<file path="config.mk">
export PLATFORM = sky130hd
export DESIGN_NAME = host_link_status_irq
export DESIGN_NICKNAME = d
export VERILOG_FILES = /design/src/shared/host_link_status_irq_pkg.sv /design/src/host_link_status_irq.sv
export VERILOG_INCLUDE_DIRS = /design/src /design/src/shared
export SDC_FILE = /design/constraint.sdc
export NUM_CORES = 1
export LEC_CHECK = 0
export BUFFER_PORTS_ARGS = -buffer_cell sky130_fd_sc_hd__buf_2
export CAP_MARGIN = 20
export CORE_ASPECT_RATIO = 0.8
export CORE_MARGIN = 2
export CORE_UTILIZATION = 46
export DETAILED_ROUTE_END_ITERATION = 7
export PLACE_DENSITY = 0.95
export SETUP_SLACK_MARGIN = 0.05
export SLEW_MARGIN = 20
export SYNTH_ARGS = -nofsm -noshare
export SYNTH_HDL_FRONTEND = slang
export SYNTH_SLANG_ARGS = --single-unit
</file>
<file path="constraint.sdc">
create_clock -name clk_sys_i -period 2.8 [get_ports clk_sys_i]
set_input_delay 0.56 -clock clk_sys_i [delete_from_list [all_inputs] [get_ports clk_sys_i]]
set_output_delay 0.56 -clock clk_sys_i [all_outputs]
set_load 0.02 [all_outputs]
</file>
<file path="src/shared/host_link_status_irq_consts.svh">
`ifndef HOST_LINK_STATUS_IRQ_CONSTS_SVH
`define HOST_LINK_STATUS_IRQ_CONSTS_SVH

// register offsets in the i/o window
`define HOST_STATUS_OFFSET       8'h14
`define HOST_IRQ_CONTROL_OFFSET  8'h18

// status field positions
`define ST_EN_LO          0
`define ST_EV_LO          4
`define ST_SCAN_EV        6
`define ST_SUMMARY        8
`define ST_MASK_LO        9
`define ST_OUT_PENDING    16
`define ST_IN_HELD        17
`define ST_TOKEN          18
`define ST_ZERO           19
`define ST_SCAN_READY     20
`define ST_CONFIG_N       21

// control field positions
`define CT_EN_LO          0
`define CT_OUT_EMPTY_CLR  4
`define CT_IN_FULL_CLR    5
`define CT_DSP_EVENT_CLR  7
`define CT_FLAG_EN_LO     8

// reset values
`define ENABLES_RESET     4'h0
`define FLAG_EN_RESET     3'h0

`endif

</file>
<file path="src/shared/host_link_status_irq_pkg.sv">
package host_link_status_irq_pkg;

  // latched and live event flags, in status bit order 4..7
  typedef struct packed {
    logic dsp_event;
    logic scan_ctrl_event;
    logic in_full_event;
    logic out_empty_event;
  } event_s;

  // whole block state
  typedef struct packed {
    logic [3:0]  irq_en;
    logic [2:0]  flag_host_irq_en;
    event_s      events;
    logic        out_word_pending;
    logic        in_word_held;
    logic        out_empty_prev;
    logic        dsp_req_prev;
    logic [31:0] rdata;
    logic        host_irq;
    logic [2:0]  flag_en_out;
  } state_s;

endpackage

</file>
<file path="src/host_link_status_irq.sv">
`timescale 1ns/100ps
// Notes on behaviour
// output-empty event latches in status bit 4 until host writes its clear.
// input-full event latches in status bit 5 on each received word.
// status bit 6 follows scan controller request; host writes never clear it.
// dsp host interrupt sets status bit 7 until host clears it.
// status bit 8 is OR of events 7..4 each gated by enables 3..0.
// bit 16 sets on host write to link output, clears once sent.
// bit 17 reads one while a received word is held.
// bit 18 is one while board side owns the link token.
// bit 20 shows scan ready pin inverted, one means ready.
// bit 21 shows active-low configuration level uninverted.
// bits 9..11 read back control bits 8..10.
// status at 0x14 is read-only; writes ignored; bit 19 reads zero.
// control at 0x18 write-only; low byte accepts status bits 7:0 back.
// control bits 0..3 store the four enables, read back in status 0..3.
// writing one to control bits 4, 5, 7 clears the matching flag.
// control bits 8..10 enable dsp-to-host interrupts on flag lines 0..2.
// gated summary drives the single interrupt request to the bridge.
// host read of link input clears the held bit, allowing next word.
// host writes link output only while the pending bit reads zero.
// zero clear bits do nothing; a same-cycle event beats its clear.
`include "host_link_status_irq_consts.svh"

module host_link_status_irq
  import host_link_status_irq_pkg::*;
(
  input  wire logic        clk_sys_i,
  input  wire logic        sys_rst_i,
  input  wire logic [7:0]  io_addr_i,
  input  wire logic        io_wr_i,
  input  wire logic        io_rd_i,
  input  wire logic [31:0] io_wdata_i,
  output logic      [31:0] io_rdata_o,
  input  wire logic        out_word_write_i,
  input  wire logic        out_word_sent_i,
  input  wire logic        in_word_recv_i,
  input  wire logic        in_word_read_i,
  input  wire logic        token_owned_i,
  input  wire logic        scan_ctrl_irq_i,
  input  wire logic        scan_ctrl_ready_n_i,
  input  wire logic        dsp_host_irq_i,
  input  wire logic        dsp_config_n_i,
  output logic             host_irq_summary_o,
  output logic      [2:0]  flag_host_irq_en_o
);

  state_s state_reg;
  state_s state_next;

  // status word assembled from next state and live pins
  function automatic logic [31:0] status_word(input state_s s, input logic scan_irq,
                                              input logic token, input logic ready_n,
                                              input logic config_n);
    logic [31:0] w;
    w = 32'h0000_0000;
    w[`ST_EN_LO +: 4]        = s.irq_en;
    w[`ST_EV_LO]             = s.events.out_empty_event;
    w[`ST_EV_LO + 1]         = s.events.in_full_event;
    w[`ST_SCAN_EV]           = scan_irq;
    w[`ST_EV_LO + 3]         = s.events.dsp_event;
    w[`ST_SUMMARY]           = |({s.events.dsp_event, scan_irq,
                                  s.events.in_full_event,
                                  s.events.out_empty_event} & s.irq_en);
    w[`ST_MASK_LO +: 3]      = s.flag_host_irq_en;
    w[`ST_OUT_PENDING]       = s.out_word_pending;
    w[`ST_IN_HELD]           = s.in_word_held;
    w[`ST_TOKEN]             = token;
    w[`ST_ZERO]              = 1'b0;
    w[`ST_SCAN_READY]        = ~ready_n;
    w[`ST_CONFIG_N]          = config_n;
    return w;
  endfunction

  // next-state logic; events win over same-cycle clears
  always_comb begin
    logic        ctl_wr;
    logic        empty_now;
    logic        empty_rise;
    logic        dsp_rise;
    logic [31:0] st;
    // locals start defined so no path reads a stale value
    ctl_wr     = 1'b0;
    empty_now  = 1'b0;
    empty_rise = 1'b0;
    dsp_rise   = 1'b0;
    st         = 32'h0000_0000;
    state_next = state_reg;
    ctl_wr     = io_wr_i && (io_addr_i == `HOST_IRQ_CONTROL_OFFSET);
    // pending bit set by host write, cleared once sent; write has priority
    if (out_word_write_i) begin
      state_next.out_word_pending = 1'b1;
    end else if (out_word_sent_i) begin
      state_next.out_word_pending = 1'b0;
    end
    // held bit: a new word wins over a read in the same cycle
    if (in_word_recv_i) begin
      state_next.in_word_held = 1'b1;
    end else if (in_word_read_i) begin
      state_next.in_word_held = 1'b0;
    end
    empty_now  = ~state_next.out_word_pending;
    empty_rise = empty_now && !state_reg.out_empty_prev;
    dsp_rise   = dsp_host_irq_i && !state_reg.dsp_req_prev;
    state_next.out_empty_prev = empty_now;
    state_next.dsp_req_prev   = dsp_host_irq_i;
    // control writes: enables stored, ones in clear bits drop flags
    if (ctl_wr) begin
      state_next.irq_en           = io_wdata_i[`CT_EN_LO +: 4];
      state_next.flag_host_irq_en = io_wdata_i[`CT_FLAG_EN_LO +: 3];
      if (io_wdata_i[`CT_OUT_EMPTY_CLR]) begin
        state_next.events.out_empty_event = 1'b0;
      end
      if (io_wdata_i[`CT_IN_FULL_CLR]) begin
        state_next.events.in_full_event = 1'b0;
      end
      if (io_wdata_i[`CT_DSP_EVENT_CLR]) begin
        state_next.events.dsp_event = 1'b0;
      end
    end
    // event sets placed after clears so they take priority
    if (empty_rise) begin
      state_next.events.out_empty_event = 1'b1;
    end
    if (in_word_recv_i) begin
      state_next.events.in_full_event = 1'b1;
    end
    if (dsp_rise) begin
      state_next.events.dsp_event = 1'b1;
    end
    state_next.events.scan_ctrl_event = scan_ctrl_irq_i;
    st = status_word(state_next, scan_ctrl_irq_i, token_owned_i,
                     scan_ctrl_ready_n_i, dsp_config_n_i);
    // registered read port; control register reads as zero (write-only)
    if (io_rd_i && (io_addr_i == `HOST_STATUS_OFFSET)) begin
      state_next.rdata = st;
    end else begin
      state_next.rdata = 32'h0000_0000;
    end
    state_next.host_irq    = st[`ST_SUMMARY];
    state_next.flag_en_out = state_next.flag_host_irq_en;
  end

  // single state register; empty flag starts high so reset is no event
  always_ff @(posedge clk_sys_i or posedge sys_rst_i) begin
    if (sys_rst_i) begin
      state_reg                  <= '0;
      state_reg.irq_en           <= `ENABLES_RESET;
      state_reg.flag_host_irq_en <= `FLAG_EN_RESET;
      state_reg.out_empty_prev   <= 1'b1;
    end else begin
      state_reg <= state_next;
    end
  end

  // outputs straight from flops
  assign io_rdata_o         = state_reg.rdata;
  assign host_irq_summary_o = state_reg.host_irq;
  assign flag_host_irq_en_o = state_reg.flag_en_out;

endmodule // host_link_status_irq

</file>
==> metrics.md <==
| Metric | Value |
|---|---|
| Status | complete, no violations |
| Placed Cells | 203 |
| Critical setup path kind | in -> reg |
| Number of global-route vias before repair | ~900 |
| DR vias | between 900 and 1,000 |
| Mean routed wirelength per cell | 11.3 µm |
| R2r setup slk | roughly 1.1 ns |
| DRC errors left | 0 |
| Synth cell types | 24 |
| Setup crit end kind | flop |
| CP max FO | 14 |
| Antenna Diode Count | 0 |
| PortBufs | 51 |
| Layout cells sized above 1 | 0.433 |
| Post-DP HPWL | roughly 1800 µm |
| Setup_tns | 0 ns |
| Setup violations, final | 0 |
| Simple-gate area share of the yosys netlist | 0.137 |
| Top post-synthesis cells by count | buf_4, dfrtp_1, nor2b_1, inv_1, nor2_1 |
| RePlAce Congestion | a little over 0.8 |
| Top cell type's share of synthesized area | 0.510 |
| Cells after synthesis | 134 |
| Worst path arrival time | around 2.1 ns |
| Net count, final | between 200 and 250 |
| Top cells by area, synth | dfrtp_1, buf_4, nor2b_1 |
| Worst EP required | roughly 3.0 ns |
| Slew Viols, Final | 0 |
| Reg clk slew, reported paths | ~0.070 ns |
| Post-synthesis mux area share | 0.0519 |
| Startpoint class of the critical path | input port |
| I/O pin count | between 80 and 90 |
| Asr flop ratio synth | 1.00 |
| Most common cell in the netlist | buf_4 |
| Cells along the critical path | buf_2 > and3b_1 > nand4_2 > a221o_1 > a22o_1 > nor2b_4 |
| Post-synth EDFFs | 0 |
| Die ar. | approximately 0.0038 mm² |
| CTS Buf Count | 5 |
| Top_reg_cell synth | dfrtp_1 |
| Post-Synth Adder-Cell Area | 0 |
| Cts repair resizes | 0 |
| 1st-iter DRT viols | 15 |
| Worst min path class | in -> async |
| Initial antenna violation count | 0 |
| Clk sinks | 32 |
| Final WL | between 2000 and 2500 µm |
| Antenna-violating nets left | 0 |
| Max reg flops | 17 |
| Largest net degree at the start of global routing | 33 |
| Largest area contributor in the netlist | dfrtp_1 |
| Via density | between 4 and 5 |
| Pwr per Cell Area | ~580 mW/mm² |
| FF+latch count, synth | 32 |
| Worst-case clock skew | approximately 0.0055 ns |
| Tmin final | around 1.9 ns |
| YS warnings | 0 |
| Die width | around 68 µm |
| H-tree levels | 2 |
| Maximum VDD drop | around 400 µV |
| Grt ovf | 0 |
| Layout area overhead | 12.6% |
| Synth Area per Inst | roughly 11 µm² |
| First-pass GRT wire length | between 3000 and 4000 µm |
| Tot GR Track Use | 0.143 |
| F_max | between 500 and 600 MHz |
| Chip height | between 50 and 60 µm |
| Max cap viols | 0 |
| Compound-Gate Fraction of Synth Area | 0.0691 |
| Initial Util | 0.486 |
| Root Driver | clkbuf_8 |
| CTS max path bufs | 2 |
| CTS tree | yes |
| Synthesized area | approximately 0.0015 mm² |
| Share of the yosys chip area belonging to registers | 0.528 |
| Hold_buf cts | 0 |
| Total iterations of the first detailed-routing run | 4 |
| Final Hold Viols | 0 |
| Largest family of logic cells by synthesized area | buffers and inverters |
| Fin cells | around 210 |
| Fin crit share | 0.669 |
| Setup Buffers After CTS | 0 |
| Cell Rows | 18 |
| XOR/XNOR Fraction of Synth Area | 0 |
| Unrepaired setup endpoints after global routing | no |
| Max incr delay on CP | 0.43 ns |
| Worst skew pair latency | approximately 0.28 ns |
| Core ar. | 0.00313 mm² |
| Pleak | 0.965 nW |
| Slowest CP cell | a221o_1 |
-- through the flow --
step / area (µm²) / utilization / power, mW / setup WS [ns] / hold slack, ns
floorplan: 1570 / - / 0.562 / 1.14 / 0.438
global placement: 1600 / 0.511 / 0.575 / 0.628 / 0.456
detailed placement: 1600 / 0.511 / 0.579 / 0.620 / 0.467
CTS: 1710 / 0.547 / 1.01 / 0.916 / 0.356
global route: 1710 / 0.547 / 1.04 / 0.781 / 0.385
finish: 1710 / 0.547 / 0.999 / 0.928 / 0.345
-- cell usage in the layout, fill, tap and decap left out --
cell type    n
buf_4        1
bufinv_16    1
o21ai_0      2
clkinvlp_4   1
nor2b_4      1
a21o_1       6
buf_2       51
nor2b_1     13
o211ai_1     1
nor2_1       8
a21oi_1      1
mux2_2       7
and3b_1      1
nand2b_4     1
nand2_1      2
a221o_1      2
nand4_2      1
nor4_1       1
or2_2        2
dfrtp_1     31
inv_1       10
conb_1      15
clkinv_2     1
dfstp_2      1
clkbuf_8     5
or3_4        1
nand3_1      2
a22o_1       2
-- worst paths after layout --
path | from | to | cells after the start
worst max register to register | state_reg[37] | io_rdata_o[8] | 5
worst min-delay path | sys_rst_i | host_irq_summary_o | 3
worst min register to register | state_reg[38] | state_reg[38] | 1
min in group clk_sys_i | dsp_host_irq_i | state_reg[36] | 1
worst max-delay path | io_addr_i[2] | io_rdata_o[8] | 6
max in group asynchronous | sys_rst_i | state_reg[37] | 3
-- layout make-up --
type / count / area [µm²]
Fill cell: 286 / 1420
Sequential cell: 32 / 802
Multi-Input combinational cell: 69 / 448
Timing Repair Buffer: 52 / 263
Clock buffer: 5 / 68.8
Tap cell: 40 / 50.0
Clock inverter: 3 / 42.5
Inverter: 10 / 37.5
-- report_power, final --
group / internal (mW) / leakage (nW) / switching [mW]
logic: 0.0356 / 0.493 / 0.0550
registers: 0.474 / 0.417 / 0.00438
clock network: 0.263 / 0.0541 / 0.168
-- worst max-delay path, delay by kind of cell --
family,cells,cell delay (ns)
AOI/OAI and AO/OA,2,0.69
and+or+nand+nor,3,0.69
buffers and inverters,1,0.10
-- routing by layer --
| metal | up-vias | part of all wire | GRT usage |
|---|---|---|---|
| li1 | 449 | - | - |
| met1 | 421 | 0.41 | 0.156 |
| met2 | 38 | 0.50 | 0.237 |
| met3 | 6 | 0.072 | 0.0550 |
| met4 | 0 | 0.019 | 0.0686 |
| met5 | - | 0 | 0 |
-- kinds of logic (layout without fill, tap and decap cells) --
kind of cell,Yosys count,count (layout)
multiplexers,7,7
other,1,15
AO/OA/AOI/OAI,14,14
buffers and inverters,47,70
AND/OR/NAND/NOR,33,33
flip-flops,32,32
(Power assumes the default switching activity.)
